==> src/rfs_pkg.sv <==
// Overview of operation
// - mask bit 0 includes that rail's power good; mask bit 1 ignores it.
// - first mask bits 7,6,5 mask linear three, linear two, switch a1.
// - first mask bits 4..0 mask rails six, four, three, two, one.
// - second register bit 1 masks switch b2 shared good, bit 0 switch b1.
// - select bits 4:2 pick control input; code 101 ANDs inputs three and four.
// - select code 111 feeds constant one into the enable source mux.
// - bits 5:3 delay falling edge: 0,2,4,8,16,24,32,64 ms.
// - bits 2:0 delay rising edge with the same table; 000 means none.
// - delays may deviate ten percent; the tick base restarts at each edge.
// - delay code 110 gives 32 ms.
package rfs_pkg;
  localparam int unsigned DATA_W = 32;
  localparam int unsigned ADDR_W = 8;
  localparam int unsigned CTL_W  = 6;
  localparam int unsigned PG_W   = 10;
  // register indices; byte address is four times the index
  localparam logic [5:0] IDX_PG_MASK = 6'h13;
  localparam logic [5:0] IDX_SEL     = 6'h14;
  localparam logic [5:0] IDX_DLY     = 6'h15;
  localparam logic [5:0] IDX_R6_MASK = 6'h16;
  localparam logic [5:0] IDX_STATUS  = 6'h20;
  localparam logic [7:0] RST_REG     = 8'h00;
  // field positions
  localparam int unsigned SEL_LSB  = 2;
  localparam int unsigned SEL_MSB  = 4;
  localparam int unsigned FALL_LSB = 3;
  localparam int unsigned FALL_MSB = 5;
  localparam int unsigned RISE_LSB = 0;
  localparam int unsigned RISE_MSB = 2;
  // enable source codes
  localparam logic [2:0] SEL_CONTROL_INPUT_ONE  = 3'h0;
  localparam logic [2:0] SEL_CONTROL_INPUT_TWO  = 3'h1;
  localparam logic [2:0] SEL_CONTROL_INPUT_FIVE  = 3'h2;
  localparam logic [2:0] SEL_CONTROL_INPUT_FOUR  = 3'h3;
  localparam logic [2:0] SEL_CONTROL_INPUT_THREE  = 3'h4;
  localparam logic [2:0] SEL_CTL34 = 3'h5;
  localparam logic [2:0] SEL_CONTROL_INPUT_SIX  = 3'h6;
  localparam logic [2:0] SEL_ONE   = 3'h7;
  // delay table in milliseconds
  localparam logic [6:0] DLY_MS [8] = '{7'h00, 7'h02, 7'h04, 7'h08,
                                        7'h10, 7'h18, 7'h20, 7'h40};
  // timing
  localparam int unsigned CLK_PERIOD_NS = 4;
  localparam int unsigned TICK_TIME_MS  = 1;
  localparam int unsigned TICK_CYCLES   =
    TICK_TIME_MS * 1000000 / CLK_PERIOD_NS;
endpackage

==> src/rfs_rail_five_enable.sv <==
// Register access over Avalon-MM was decided locally.
`timescale 1ns/10ps
module rfs_rail_five_enable #(
  parameter int unsigned TICK_CYCLES = rfs_pkg::TICK_CYCLES
) (
  input  wire logic                       i_clk_sys,
  input  wire logic                       i_rst_n,
  input  wire logic [rfs_pkg::ADDR_W-1:0] i_avs_address,
  input  wire logic                       i_avs_read,
  input  wire logic                       i_avs_write,
  input  wire logic [3:0]                 i_avs_byteenable,
  input  wire logic [rfs_pkg::DATA_W-1:0] i_avs_writedata,
  output logic      [rfs_pkg::DATA_W-1:0] o_avs_readdata,
  output logic                            o_avs_waitrequest,
  input  wire logic [rfs_pkg::CTL_W-1:0]  i_control_input,
  input  wire logic [rfs_pkg::PG_W-1:0]   i_power_good,
  output logic                            o_rail_five_enable
);
  import rfs_pkg::*;

  localparam int unsigned PRE_W = $clog2(TICK_CYCLES + 1);
  localparam logic [PRE_W-1:0] PRE_LAST = PRE_W'(TICK_CYCLES - 1);

  typedef struct packed {
    logic [CTL_W-1:0]  ctl_meta;
    logic [CTL_W-1:0]  ctl_sync;
    logic [PG_W-1:0]   pg_meta;
    logic [PG_W-1:0]   pg_sync;
    logic [7:0]        pg_mask;
    logic [7:0]        sel_reg;
    logic [7:0]        dly_reg;
    logic [7:0]        r6_mask;
    logic              src_prev;
    logic              delayed;
    logic              running;
    logic [6:0]        ms_left;
    logic [PRE_W-1:0]  pre;
    logic              en;
    logic              wait_req;
    logic [DATA_W-1:0] rdata;
  } rfs_state_s;

  rfs_state_s state_r;
  rfs_state_s state_nxt;
  logic       src;
  logic       edge_seen;
  logic       pg_ok;
  logic [2:0] dly_code;
  logic [6:0] dly_ms;
  logic       req;

  ////////////////////////////////////////////////////////////////////////////
  // enable source mux
  function automatic logic sel_src(input logic [2:0] code,
                                   input logic [CTL_W-1:0] ctl);
    logic r;
    r = 1'b0;
    unique case (code)
      SEL_CONTROL_INPUT_ONE:  r = ctl[0];
      SEL_CONTROL_INPUT_TWO:  r = ctl[1];
      SEL_CONTROL_INPUT_FIVE:  r = ctl[4];
      SEL_CONTROL_INPUT_FOUR:  r = ctl[3];
      SEL_CONTROL_INPUT_THREE:  r = ctl[2];
      SEL_CTL34: r = ctl[2] & ctl[3];
      SEL_CONTROL_INPUT_SIX:  r = ctl[5];
      SEL_ONE:   r = 1'b1;
    endcase
    return r;
  endfunction

  function automatic logic [7:0] reg_read(input logic [5:0] idx,
                                          input rfs_state_s s);
    logic [7:0] r;
    r = 8'h00;
    unique case (idx)
      IDX_PG_MASK: r = s.pg_mask;
      IDX_SEL:     r = {3'h0, s.sel_reg[4:0]};
      IDX_DLY:     r = {2'h0, s.dly_reg[5:0]};
      IDX_R6_MASK: r = s.r6_mask;
      IDX_STATUS:  r = {4'h0, s.src_prev, s.running, s.delayed, s.en};
      default:     r = 8'h00;
    endcase
    return r;
  endfunction

  ////////////////////////////////////////////////////////////////////////////
  // next state
  always_comb begin
    state_nxt = state_r;
    state_nxt.ctl_meta = i_control_input;
    state_nxt.ctl_sync = state_r.ctl_meta;
    state_nxt.pg_meta  = i_power_good;
    state_nxt.pg_sync  = state_r.pg_meta;
    src = sel_src(state_r.sel_reg[SEL_MSB:SEL_LSB],
                  state_r.ctl_sync);
    // mask bit one drops that power good from the AND
    pg_ok = &(state_r.pg_sync |
              {state_r.sel_reg[1:0], state_r.pg_mask});
    dly_code = src ? state_r.dly_reg[RISE_MSB:RISE_LSB]
                   : state_r.dly_reg[FALL_MSB:FALL_LSB];
    dly_ms = DLY_MS[dly_code];
    edge_seen = (src != state_r.src_prev);
    state_nxt.src_prev = src;
    if (edge_seen) begin
      state_nxt.pre = '0;
      if (src == state_r.delayed) begin
        state_nxt.running = 1'b0;
      end else if (dly_ms == 7'h00) begin
        state_nxt.delayed = src;
        state_nxt.running = 1'b0;
      end else begin
        state_nxt.running = 1'b1;
        state_nxt.ms_left = dly_ms;
      end
    end else if (state_r.running) begin
      if (state_r.pre == PRE_LAST) begin
        state_nxt.pre = '0;
        if (state_r.ms_left == 7'h01) begin
          state_nxt.delayed = src;
          state_nxt.running = 1'b0;
          state_nxt.ms_left = 7'h00;
        end else begin
          state_nxt.ms_left = state_r.ms_left - 7'h01;
        end
      end else begin
        state_nxt.pre = state_r.pre + PRE_W'(1);
      end
    end
    state_nxt.en = state_r.delayed & pg_ok;
    // avalon slave: answer one cycle after the request is seen
    req = i_avs_read | i_avs_write;
    state_nxt.wait_req = !(req && state_r.wait_req);
    if (req && state_r.wait_req) begin
      state_nxt.rdata = i_avs_read ?
        {24'h0, reg_read(i_avs_address[7:2], state_r)} : '0;
    end
    if (i_avs_write && !state_r.wait_req && i_avs_byteenable[0]) begin
      unique case (i_avs_address[7:2])
        IDX_PG_MASK: state_nxt.pg_mask = i_avs_writedata[7:0];
        IDX_SEL:     state_nxt.sel_reg = {3'h0, i_avs_writedata[4:0]};
        IDX_DLY:     state_nxt.dly_reg = {2'h0, i_avs_writedata[5:0]};
        IDX_R6_MASK: state_nxt.r6_mask = i_avs_writedata[7:0];
        default:     ;
      endcase
    end
  end

  always_ff @(posedge i_clk_sys) begin
    if (!i_rst_n) begin
      state_r          <= '0;
      state_r.pg_mask  <= RST_REG;
      state_r.sel_reg  <= RST_REG;
      state_r.dly_reg  <= RST_REG;
      state_r.r6_mask  <= RST_REG;
      state_r.wait_req <= 1'b1;
    end else begin
      state_r <= state_nxt;
    end
  end

  assign o_avs_readdata     = state_r.rdata;
  assign o_avs_waitrequest  = state_r.wait_req;
  assign o_rail_five_enable = state_r.en;
endmodule

==> config.mk <==
export PLATFORM = sky130hd
export DESIGN_NAME = rfs_rail_five_enable
export DESIGN_NICKNAME = d
export VERILOG_FILES = /design/src/rfs_pkg.sv /design/src/rfs_rail_five_enable.sv
export SDC_FILE = /design/constraint.sdc
export NUM_CORES = 1
export LEC_CHECK = 0
export BUFFER_PORTS_ARGS = -buffer_cell sky130_fd_sc_hd__buf_4
export CAP_MARGIN = 20
export CORE_UTILIZATION = 54
export CTS_CLUSTER_DIAMETER = 200
export DETAILED_ROUTE_END_ITERATION = 8
export PLACE_DENSITY = 0.86
export SYNTH_ARGS = -nofsm -noshare
export SYNTH_HDL_FRONTEND = slang
export SYNTH_SLANG_ARGS = --single-unit
==> constraint.sdc <==
create_clock -name i_clk_sys -period 2.5 [get_ports i_clk_sys]
set_input_delay 0.5 -clock i_clk_sys [delete_from_list [all_inputs] [get_ports i_clk_sys]]
set_output_delay 0.5 -clock i_clk_sys [all_outputs]
set_load 0.02 [all_outputs]
======== Word level (Yosys, flattened, before mapping) ========
Memories as Yosys holds them, arrays and structs flattened.
Index checks and enable logic that the tools add are counted.
word-level totals
  input bits .............................. 64
  output and inout port bits .............. 34
  ROM bits ................................ 56
  flip-flop bits (word level) ............. 121
  memories ................................ 1
  logic and storage cells ................. 81
memory list
  memory           depth  width  read ports  clocked after memory_dff  wr ports  RTL line                     source
  (no name shown)  8      7      1           0                         0         rfs_rail_five_enable.sv:101  dly_ms = DLY_MS[dly_code];
operators by class
  reductions and logical operators ........ 18
  equality and inequality tests ........... 19
  add/subtract/negate cells ............... 2
  order comparisons ....................... 1
  muxes and demuxes ....................... 18
  bitwise operators ....................... 6
operators with widths
  kind                                                  number
  two-way mux 27 bit                                    2
  one-hot mux 8 bit (5 select lines)                    1
  two-way mux 7 bit                                     5
  equality test 6 x 5 -> 1 bit (second input constant)  4
  adder 18 x 1 -> 18 bit (second input constant)        1
  equality test 18 bit (second input constant)          1
  two-way mux 18 bit                                    1
  equality test 3 bit (second input constant)           4
  bitwise OR 10 bit                                     1
  AND reduction 10 bit                                  1
  two-way mux 9 bit                                     1
  two-way mux 8 bit                                     1
  one-hot mux 1 bit (8 select lines)                    1
  AND reduction 2 bit                                   4
  equality test 7 x 1 -> 1 bit (second input constant)  1
  logical NOT 7 bit                                     1
  subtractor 7 x 1 -> 7 bit (second input constant)     1
  equality test 3 x 2 -> 1 bit (second input constant)  2
  equality test 6 bit (second input constant)           1
  nonzero test 2 bit                                    3
  AND reduction 5 bit                                   1
  >= comparator 4 bit (second input constant)           1
  two-way mux 1 bit                                     4
  inequality test 2 bit (second input constant)         2
  15 further kinds                                      19

======== Logic depth before layout (Yosys ltp) ========
Gate-level depths: netlist of run 1.
  word-level depth ........................ 11
  mapped depth ............................ 9
  gate-level depth less buffers ........... 9

======== Worst setup path after synthesis of run 1 ========
No wires, ideal clock.
  path kind ............................... register to register
  from .................................... register state_r[80] (netlist name)
  to ...................................... register state_r[56] (netlist name)
  period minus slack after synthesis ...... 2255 ps
  slack ................................... 245 ps
  arrival time ............................ 2121 ps
  required time ........................... 2366 ps
  cell stages (with the launch flop) ...... 9
  setup time .............................. 134 ps
  cells stage by stage .................... dfxtp_1 -> mux2i_1 -> o311a_1 -> o21a_1 -> clkbuf_1 -> mux2i_1 -> a21oi_1 -> o311ai_0 -> o31ai_1
between the ends
  longest elaborated chain between the ends .. 10
  elaborated cells on any way between the ends .. 25
  classes of those cells .................. 11 x eq/ne; 7 x mux; 1 x bitwise; 5 x reduce/logical; 1 x memory
RTL lines
  item                                                                         RTL line                     source
  start, declared                                                              rfs_rail_five_enable.sv:43   rfs_state_s state_r;
  start signal, assigned                                                       rfs_rail_five_enable.sv:157  state_r <= state_nxt;
  equality test 3 bit (tied with other cells)                                  rfs_rail_five_enable.sv:58   unique case (code)
  one-hot mux 1 bit (8 select lines) *                                         rfs_rail_five_enable.sv:58
  two-way mux 3 bit                                                            rfs_rail_five_enable.sv:99   dly_code = src ? state_r.dly_reg[RISE_MSB:RISE_LSB]
  inverter 3 -> 4 bit (not written as such)                                    rfs_rail_five_enable.sv:101
  memory (8 x 7 bit)                                                           --
  two-way mux 7 bit (not written as such) (2 in series)                        rfs_rail_five_enable.sv:101
  logical NOT 7 bit or two-way mux 7 bit (tied branches)                       rfs_rail_five_enable.sv:108  end else if (dly_ms == 7'h00) begin
  inequality test 2 bit (no source line) or two-way mux 7 bit (tied branches)  --
  AND reduction 4 bit (no source line) or two-way mux 27 bit (tied branches)   --
Every way passes the cells marked *; elsewhere a longest branch is shown, timed or not. The select of a mux whose other input is x is not followed.
A chain may end at the register's enable or synchronous reset.

======== Worst setup path in the final report of run 1 ========
  from .................................... register state_r[42] (netlist name)
  to ...................................... register state_r[55] (netlist name)
between the ends
  longest elaborated chain between the ends .. 3
RTL lines
  item                                  RTL line                     source
  equality test 18 bit                  rfs_rail_five_enable.sv:116  if (state_r.pre == PRE_LAST) begin
  nonzero test 2 bit (no source line)   --
  AND reduction 4 bit (no source line)  --
No other way between the ends.

==> flow_summary.yaml, run 1 <==
synthesis:
  syn_inst: 512
  synth_top_area_share_pct: 43.8
  number_of_enable_type_register_cells_in_the_synthesized_netlist: 0
  sequential_share_of_the_synthesized_area_pct: 43.8
  synth_async_sr_flop_share_pct: 0
  ys_ff_latch: 97
  synth_area_per_cell_um2: 8.67
  ys_top_cells_by_area: "sky130_fd_sc_hd__dfxtp_1, sky130_fd_sc_hd__buf_4, sky130_fd_sc_hd__nor2_1"
  synth_ff_type: "sky130_fd_sc_hd__dfxtp_1"
  mappedNetlistArea_um2: 4440
  yosys.cell_types.count: 59
  synth.largest_area_cell: "sky130_fd_sc_hd__dfxtp_1"
  synth.yosys.warnings: 0
floorplanning:
  floorplan.die.height_um: 92.6
  placementRows: 32
  starting_density_of_the_core_pct: 56.5
  dieWidth_um: 92.6
  die-area_um2: 8580
  floorplan.io_pins: 98
  fp.coreArea_um2: 7850
worst_setup_path:
  worstPathArrival_ns: 2.77
  timing.critical_path.from_type: "flop"
  cp.required_ns: 2.77
  cp_slowest_cell: "sky130_fd_sc_hd__or4_4"
  critPathKind: "flop to flop"
  crit_path_cell_trace: "or4_4 -> nor4_4 -> nand2b_1 -> o211ai_2 -> o31ai_4 -> or2_1 -> buf_6 -> o32ai_4"
  rr_worst_depth: 8
  r2r-start: "state_r[42]"
  critical_path.endpoint_type: "flop"
  regToRegEndpoint: "state_r[55]"
  worstPathMaxFanout: 6
  crit_path_max_incr_delay_ns: 0.54
  regToRegSetupSlack_ns: 0.005
global_routing:
  number_of_antenna_violations_at_the_first_check_in_global_routing: 0
  vias_in_the_first_global_route: 3412
  gr-usage-all-layers_pct: 23.3
  grt_max_degree: 41
  global_route_wire_length_before_repair_um: 15800
  grt_overflow: 0
run_status:
  run_status: "completed"
sta:
  count_of_endpoints_failing_hold_in_the_final_timing_report: 0
  period_share_pct: 99.8
  unrepaired_setup_endpoints_after_global_routing: "true"
  timing.max_slew.rel_slack_pct: 58.2
  worst_case_clock_skew_ns: 0.0103
  report.final.setup_viol: 0
  finalWorstPathRequiredPeriod_ns: 2.49
  timing_worst_slew_pin_value_ns: 0.623
  fmax_mhz: 401
  maxSlewViolCount: 0
finish:
  area_growth_pct: 15.1
  nNetsFinal: 623
  layout.cells.non_filler: 663
  share_of_layout_cells_above_drive_strength_1_pct: 18.9
  antenna_cells_inserted: 0
  fillers: 637
hold_path:
  hp-start: "i_power_good[1]"
  hp-class: "input port to flop"
  hold_end: "state_nxt[95]"
  min_path_cells: 2
placed_design:
  routabilityCongestion: 0.877
  port_buffers: 44
  dp.cells: 644
  dp_hpwl_um: 6870
pwr:
  power.switching_fraction_pct: 26.5
  p_int_mw: 2.04
  total_leakage_power_nw: 1.96
  worst_ir_drop_vdd_uv: 446
  p_sw_uw: 737
  p_comb_share_pct: 6.8
  power_per_cell_area_nw_per_um2: 544
  sequentialPowerShare_pct: 56.9
  design_power_total_mw: 2.78
  clock_group_share_of_total_power_pct: 36.2
routing:
  dr.pass1.iters: 6
  route.vias.total: 3794
  routed_via_density: 5.72
  route.antenna.remaining_nets: 0
  drt_first_iter_violations: 358
  drc: 0
  avgRoutedWirePerCell_um: 14.5
  detail_route.wirelength_um: 9620
clocking:
  cts_root_buf: "sky130_fd_sc_hd__clkbuf_8"
  clock_latency_ns: 0.36
  cts_sink_cnt: 97
  cts_tree: "done"
  cts_buffer_depth: 2
  reg_clk_slew_reported_paths_ns: 0.11
  tritoncts.num_buffers: 9
  htree_num_levels: 3
run:
  cap_viol_max_count: 0
==> logic make-up after synthesis <==
family | synth area share, %
other | 0.0845
AO/OA/AOI/OAI | 13.1
buffers and inverters | 8.49
adder cells (fa/ha/maj) | 0.846
multiplexers | 4.43
XOR/XNOR | 3.95
AND/OR/NAND/NOR | 25.4
flip-flops | 43.8
==> critical path: cells and delay by family (launching register included) <==
family | cells | cell delay [ns]
AO/OA/AOI/OAI | 3 | 0.58
buffers and inverters | 1 | 0.15
flip-flops | 1 | 0.37
AND/OR/NAND/NOR | 4 | 1.30
==> synthesized netlist by cell type, types with 6 or more instances <==
cell type and count:
sky130_fd_sc_hd__buf_4 33, sky130_fd_sc_hd__a21oi_1 36, sky130_fd_sc_hd__xnor2_1 6, sky130_fd_sc_hd__and2_1 33, sky130_fd_sc_hd__clkbuf_1 22, sky130_fd_sc_hd__nand3_1 32
sky130_fd_sc_hd__nor2_1 61, sky130_fd_sc_hd__nand4_1 10, sky130_fd_sc_hd__xor2_1 14, sky130_fd_sc_hd__dfxtp_1 97, sky130_fd_sc_hd__inv_1 7, sky130_fd_sc_hd__nor3_1 12
sky130_fd_sc_hd__nand2_1 39, sky130_fd_sc_hd__mux2i_1 14
==> worst max-delay path by stage <==
stage / startpoint / end / slack, ns / cells past startpoint
after CTS: state_r[42] / state_r[55] / 0.0007 / 8
after detailed placement: state_r[39] / state_r[55] / 0.03 / 8
after floorplan: state_r[80] / state_r[56] / 0.24 / 8
after global placement: state_r[42] / state_r[58] / 0.11 / 8
final: state_r[42] / state_r[55] / 0.005 / 8
after global routing: state_r[42] / state_r[57] / -0.11 / 7
==> final cells by class <==
| cell class | instances | area, um^2 | share of cell area, % |
|---|---|---|---|
| Multi-Input combinational cell | 373 | 2300 | 45.0 |
| Sequential cell | 97 | 1950 | 38.1 |
| Timing Repair Buffer | 67 | 507 | 9.92 |
| Tap cell | 102 | 128 | 2.50 |
| Clock buffer | 9 | 124 | 2.43 |
| Clock inverter | 7 | 73.8 | 1.45 |
| Inverter | 8 | 30.0 | 0.588 |
==> routing by layer <==
metal,GRT usage [%],share of wire (%),up-vias
met5,0,0,-
met4,5.77,0.77,0
met3,5.17,7.9,10
met2,37.3,47,179
met1,32.0,44,1757
li1,-,-,1848
==> sequential cells by signal (all words and copies together) (netlist names) <==
| register | cells |
|---|---|
| o_avs_readdata | 8 |
| state_nxt | 16 |
| state_r | 71 |
| o_avs_waitrequest | 1 |
| o_rail_five_enable | 1 |
==> repair_timing <==
action                                  CTS  global route
hold buffers                              0             0
cloned                                    0             0
gates resized for setup                   1            19
setup buffers                             0             3
pin swaps                                 0             7
endpoints found under the setup margin    1             7
==> stage by stage <==
step                hold WS [ns]  util, %  worst slack, ns  setup TNS, ns  area (um^2)
floorplan                  0.412        -            0.245              0         4520
global placement           0.417     61.1            0.112              0         4790
detailed placement         0.417     61.1           0.0311              0         4790
CTS                        0.317     63.7         0.000715              0         5000
global route               0.310     65.1           -0.105         -0.412         5110
finish                     0.331     65.1          0.00513              0         5110
==> power by group through the flow <==
stage          Clock (mW)  Sequential, mW  Combinational (mW)
5_1_grt              1.10            1.59               0.208
3_5_place_dp            0            1.62               0.184
3_3_place_gp            0            1.62               0.180
2_1_floorplan           0            1.61               0.139
4_1_cts              1.03            1.58               0.185
6_report             1.01            1.58               0.190
==> layout by cell type, fill, tap and decap left out, types with 4 or more instances in the layout <==
cell type,count
sky130_fd_sc_hd__inv_1,7
sky130_fd_sc_hd__a21oi_1,36
sky130_fd_sc_hd__o21ai_0,5
sky130_fd_sc_hd__buf_4,66
sky130_fd_sc_hd__and2_1,33
sky130_fd_sc_hd__nor4_1,5
sky130_fd_sc_hd__nand4_1,10
sky130_fd_sc_hd__nor2_1,61
sky130_fd_sc_hd__mux2_2,5
sky130_fd_sc_hd__nand2_1,39
sky130_fd_sc_hd__dfxtp_1,96
sky130_fd_sc_hd__nor3_1,10
sky130_fd_sc_hd__nand2b_1,4
sky130_fd_sc_hd__nand3_1,32
sky130_fd_sc_hd__a31oi_1,4
sky130_fd_sc_hd__o22ai_1,4
sky130_fd_sc_hd__mux2i_1,14
sky130_fd_sc_hd__xor2_1,14
sky130_fd_sc_hd__conb_1,24
sky130_fd_sc_hd__xnor2_1,6
sky130_fd_sc_hd__a222oi_1,5
sky130_fd_sc_hd__clkbuf_8,9
sky130_fd_sc_hd__o21ai_1,5
Power figures use the tool's default switching activity.
==> run 2, diff against run 1 <==
- clock period: 2.5 -> 2.3 ns (I/O delays scaled with it)
==> run 2 against run 1 <==
Against the previous run: the run now ends with DRC, setup timing left; sequential cell count unchanged; die area unchanged; global-route usage up 0.71 points; combinational power up 13%; count of clock-buffer cells in the layout unchanged; register-to-register slack worse by 0.05 ns; hold slack worse by 0.038 ns; maximum frequency up 6.2%; clock skew up 0.0068 ns; sequential share of layout area down 0.77 points; non-clock buffer count up 10; total power up 9.5%; critical path type unchanged; largest cell class unchanged; largest power group unchanged.
==> flow_summary.yaml, run 2 (same netlist as run 1, synthesis figures left out) <==
run_status:
  run_status: "finished with violations"
  violated_checks: "DRC, setup timing"
clocking:
  post_cts_hold_buffer_count: 0
  cts_root_buf: "sky130_fd_sc_hd__clkbuf_8"
  tritoncts.num_buffers: 9
  cts_sink_cnt: 97
  clock_latency_ns: 0.37
  cts_tree: "done"
  htree_num_levels: 3
  reg_clk_slew_reported_paths_ns: 0.11
  cts_buffer_depth: 2
placed_design:
  place_area_um2: 4870
  dp_slack_ns: -0.142
  routabilityCongestion: 0.865
  dp.cells: 653
  dp_hpwl_um: 6860
  port_buffers: 44
worst_setup_path:
  rr_worst_depth: 7
  timing.critical_path.from_type: "flop"
  cp_slowest_cell: "sky130_fd_sc_hd__or4b_4"
  regToRegEndpoint: "state_r[55]"
  crit_path_cell_trace: "or4b_4 -> nor4_4 -> nand2b_1 -> o211ai_2 -> o31ai_4 -> or2_4 -> o32ai_2"
  critPathKind: "flop to flop"
  cp.required_ns: 2.58
  worstPathArrival_ns: 2.63
  worstPathMaxFanout: 6
  r2r-start: "state_r[43]"
  critical_path.endpoint_type: "flop"
  crit_path_max_incr_delay_ns: 0.55
  regToRegSetupSlack_ns: -0.05
  critPathLaunch: "state_r[43]"
pwr:
  worst_ir_drop_vdd_uv: 412
  p_sw_uw: 815
  power_per_cell_area_nw_per_um2: 584
  clock_group_share_of_total_power_pct: 36.4
  p_comb_share_pct: 7.1
  design_power_total_mw: 3.04
  sequentialPowerShare_pct: 56.6
  total_leakage_power_nw: 2.02
  power.switching_fraction_pct: 26.8
  p_int_mw: 2.23
sta:
  report.final.setup_viol: 5
  count_of_endpoints_failing_hold_in_the_final_timing_report: 0
  finalWorstPathRequiredPeriod_ns: 2.35
  timing_worst_slew_pin_value_ns: 0.636
  worst_case_clock_skew_ns: 0.0171
  fmax_mhz: 426
  timing.max_slew.rel_slack_pct: 57.2
  setup_slack_ns: -0.0496
  period_share_pct: 102
  unrepaired_setup_endpoints_after_global_routing: "true"
  maxSlewViolCount: 0
finish:
  fillers: 649
  layout.cells.non_filler: 673
  number_of_flip_flops_in_the_largest_register: 71
  share_of_layout_cells_above_drive_strength_1_pct: 21.0
  largest-register: "state_r"
  fin_area_um2: 5210
  layout.cells.most_common: "sky130_fd_sc_hd__dfxtp_1"
  most-common-layout-cells: "sky130_fd_sc_hd__dfxtp_1, sky130_fd_sc_hd__buf_4, sky130_fd_sc_hd__nor2_1"
  antenna_cells_inserted: 0
  area_growth_pct: 17.4
  nNetsFinal: 633
floorplanning:
  floorplan.io_pins: 98
  die-area_um2: 8580
  dieWidth_um: 92.6
  starting_density_of_the_core_pct: 56.5
  floorplan.die.height_um: 92.6
  fp.coreArea_um2: 7850
  placementRows: 32
routing:
  dr.pass1.iters: 9
  avgRoutedWirePerCell_um: 14.7
  drc: 1
  route.vias.total: 3795
  routed_via_density: 5.64
  drt_first_iter_violations: 366
  detail_route.wirelength_um: 9920
  route.antenna.remaining_nets: 0
hold_path:
  hold_end: "state_nxt[99]"
  hp-class: "input port to flop"
  min_path_cells: 2
  hp-start: "i_power_good[5]"
global_routing:
  number_of_antenna_violations_at_the_first_check_in_global_routing: 0
  global_route_wire_length_before_repair_um: 16300
  grt_overflow: 0
  grt_max_degree: 40
  vias_in_the_first_global_route: 3516
  gr-usage-all-layers_pct: 24.0
run:
  cap_viol_max_count: 0
run 2: stage by stage:
| stage | hold WS [ns] | util [%] | setup TNS [ns] |
|---|---|---|---|
| 2_1_floorplan | 0.412 | - | 0 |
| 3_3_place_gp | 0.414 | 62.1 | -0.198 |
| 3_5_place_dp | 0.418 | 62.1 | -0.628 |
| 4_1_cts | 0.287 | 65.1 | 0 |
| 5_1_grt | 0.283 | 66.4 | -0.805 |
| 6_report | 0.293 | 66.4 | -0.194 |
run 2: area by class of cell:
class	instances	area (um^2)	area share [%]
clock buffer	9	124	2.38
timing repair buffer	77	598	11.5
clock inverter	7	76.3	1.47
inverter	8	30.0	0.577
sequential	97	1940	37.3
tap	102	128	2.45
multi-input combinational	373	2310	44.3
run 2: worst max-delay path, delay by kind of cell, from the launching register on:
kind | cells | cell delay [ns]
flops | 1 | 0.34
simple gates | 4 | 1.34
compound gates | 3 | 0.58
run 2: repair_timing:
action	4_1_cts	5_1_grt
resized for setup	8	17
pin swaps	2	7
gates cloned	0	0
buffers inserted	2	2
setup endpoints to repair	7	8
endpoints found under the hold margin	0	0
run 2: layer usage:
layer	GRT usage, %	vias up	wire, um
met5	0	-	0
met4	7.05	0	115
met3	3.94	14	548
met2	39.6	144	4790
met1	32.5	1771	4470
li1	-	1866	-
run 2: power by group through the flow:
stage | Clock [mW] | Sequential, mW | Combinational, mW
floorplan | 0 | 1.75 | 0.151
global placement | 0 | 1.76 | 0.203
detailed placement | 0 | 1.76 | 0.206
CTS | 1.12 | 1.72 | 0.208
global route | 1.19 | 1.72 | 0.233
finish | 1.11 | 1.72 | 0.215
run 2: worst max path at each step:
stage	slack [ns]	end
after CTS	0.01	state_r[57]
after floorplan	0.04	state_r[56]
after global routing	-0.14	state_r[54]
final	-0.05	state_r[55]
after detailed placement	-0.14	state_r[57]
after global placement	-0.06	state_r[55]
==> run 3, diff against run 2 <==
- ABC_CLOCK_PERIOD_IN_PS: default -> 2300
- CORE_UTILIZATION: 54 -> 50
- PLACE_DENSITY: 0.86 -> 0.81
==> run 3 against run 2 <==
Against the previous run: the flow now finishes without violations; combinational power about the same; via count grew 0.18%; maximum frequency grew 3.5%; critical endpoint is now state_r[56]; count of clock-buffer cells in the layout unchanged; sequential power about the same; register-to-register slack better by 0.08 ns; largest power group unchanged; die area increased by 7.8%; clock power increased by 7%; first-iteration DRC count increased by 2.5%; routed wire length decreased by 2.2%.
==> flow_summary.yaml, run 3 (same netlist as run 1, synthesis figures left out) <==
finish:
  share_of_layout_cells_above_drive_strength_1_pct: 21.8
  regArea_um2: 1950
  nNetsFinal: 632
  fillers: 747
  most-common-layout-cells: "sky130_fd_sc_hd__dfxtp_1, sky130_fd_sc_hd__buf_4, sky130_fd_sc_hd__nor2_1"
  final_core_util_pct: 60.4
  layout.cells.non_filler: 678
  largest-register: "state_r"
  area_growth_pct: 17.5
  fin_area_um2: 5220
  area_of_combinational_cells_with_multiple_inputs_um2: 2300
  number_of_flip_flops_in_the_largest_register: 71
  antenna_cells_inserted: 0
  layout.cells.most_common: "sky130_fd_sc_hd__dfxtp_1"
sta:
  count_of_endpoints_failing_hold_in_the_final_timing_report: 0
  timing.max_slew.rel_slack_pct: 57.9
  report.final.setup_viol: 0
  timing_worst_slew_pin_value_ns: 0.627
  unrepaired_setup_endpoints_after_global_routing: "true"
  worst_case_clock_skew_ns: 0.0164
  fmax_mhz: 440
  finalWorstPathRequiredPeriod_ns: 2.27
  period_share_pct: 98.7
  maxSlewViolCount: 0
run_status:
  run_status: "completed"
placed_design:
  port_buffers: 44
  dp.cells: 659
  dp_hpwl_um: 6760
  routabilityCongestion: 0.843
  place_area_um2: 4880
global_routing:
  gr-usage-all-layers_pct: 21.9
  grt_max_degree: 40
  vias_in_the_first_global_route: 3242
  grt_overflow: 0
  number_of_antenna_violations_at_the_first_check_in_global_routing: 0
  global_route_wire_length_before_repair_um: 15400
hold_path:
  hp-class: "input port to flop"
floorplanning:
  fp.coreArea_um2: 8640
  starting_density_of_the_core_pct: 51.4
  floorplan.io_pins: 98
  placementRows: 34
  dieWidth_um: 96.2
  die-area_um2: 9250
  floorplan.die.height_um: 96.2
clocking:
  reg_clk_slew_reported_paths_ns: 0.11
  cts_sink_cnt: 97
  cts_root_buf: "sky130_fd_sc_hd__clkbuf_8"
  clock_latency_ns: 0.38
  cts_tree: "done"
  cts_buffer_depth: 2
  tritoncts.num_buffers: 9
  post_cts_hold_buffer_count: 0
  htree_num_levels: 3
routing:
  avgRoutedWirePerCell_um: 14.3
  route.vias.total: 3802
  dr.pass1.iters: 6
  routed_via_density: 5.61
  detail_route.wirelength_um: 9710
  drc: 0
  drt_first_iter_violations: 375
  route.antenna.remaining_nets: 0
worst_setup_path:
  rr_worst_depth: 7
  timing.critical_path.from_type: "flop"
  cp_slowest_cell: "sky130_fd_sc_hd__or4b_4"
  regToRegEndpoint: "state_r[56]"
  critical_path_buf_inv_count: 0
  critical-path-top-delay-family: "simple AND/OR/NAND/NOR gates"
  regToRegSetupSlack_ns: 0.03
  crit_path_cell_trace: "or4b_4 -> nor4_4 -> nand2b_1 -> o211ai_2 -> o31ai_4 -> or2_4 -> o31ai_2"
  r2r-start: "state_r[40]"
  worstPathMaxFanout: 6
  crit_path_max_incr_delay_ns: 0.55
  critPathLaunch: "state_r[40]"
  worstPathArrival_ns: 2.57
  worst_setup_ep: "state_r[56]"
  critical_path.endpoint_type: "flop"
  worstSetupPathDepth: 7
  critPathKind: "flop to flop"
  cp.required_ns: 2.60
run:
  cap_viol_max_count: 0
pwr:
  total_leakage_power_nw: 2.04
  worst_ir_drop_vdd_uv: 362
  power_per_cell_area_nw_per_um2: 600
[run 3: power breakdown]
part           internal, mW  leakage [nW]  switching (mW)  total [mW]
Clock                 0.537         0.111           0.658        1.19
Sequential             1.71         0.790          0.0114        1.72
Combinational        0.0837          1.14           0.130       0.214
[run 3: how the worst min path moves through the flow]
stage	start	endpoint	slack (ns)	cells after the start
after floorplan	state_nxt[100]	state_r[100]	0.41	1
final	i_power_good[7]	state_nxt[101]	0.29	2
after global placement	state_nxt[115]	state_r[115]	0.42	1
after CTS	i_power_good[6]	state_nxt[100]	0.27	2
after global routing	i_power_good[6]	state_nxt[100]	0.27	2
after detailed placement	state_nxt[117]	state_r[117]	0.42	1
[run 3: cell type report]
class                           instances  area share (%)
Tap cell                              108            2.59
Timing Repair Buffer                   76            11.2
Clock buffer                            9            2.38
Sequential cell                        97            37.3
Multi-Input combinational cell        373            44.1
Clock inverter                          7            1.82
Inverter                                8           0.576
[run 3: through the flow]
| stage | TNS, ns | hold WS, ns | power [mW] | worst slack, ns |
|---|---|---|---|---|
| floorplan | 0 | 0.412 | 1.91 | 0.0447 |
| global placement | -0.361 | 0.417 | 1.96 | -0.0859 |
| detailed placement | -0.442 | 0.418 | 1.96 | -0.103 |
| CTS | 0 | 0.273 | 3.14 | 0.00225 |
| global route | -0.361 | 0.273 | 3.25 | -0.0681 |
| finish | 0 | 0.287 | 3.13 | 0.0288 |
[run 3: routing by layer]
metal,GRT usage [%],wire [um],up-vias
li1,-,-,1860
met1,30.2,4350,1754
met2,34.3,4430,172
met3,4.74,804,16
met4,5.97,124,0
met5,0,0,-
[run 3: timing repair]
item | in CTS | in global routing
endpoints found under the setup margin | 7 | 8
pin swaps | 3 | 8
gates resized for setup | 8 | 17
setup buffers | 2 | 1
[run 3: worst register-to-register path: cells and delay by family (launching register included)]
family,cells,cell delay (ns)
simple gates,4,1.33
compound gates,3,0.56
flops,1,0.33
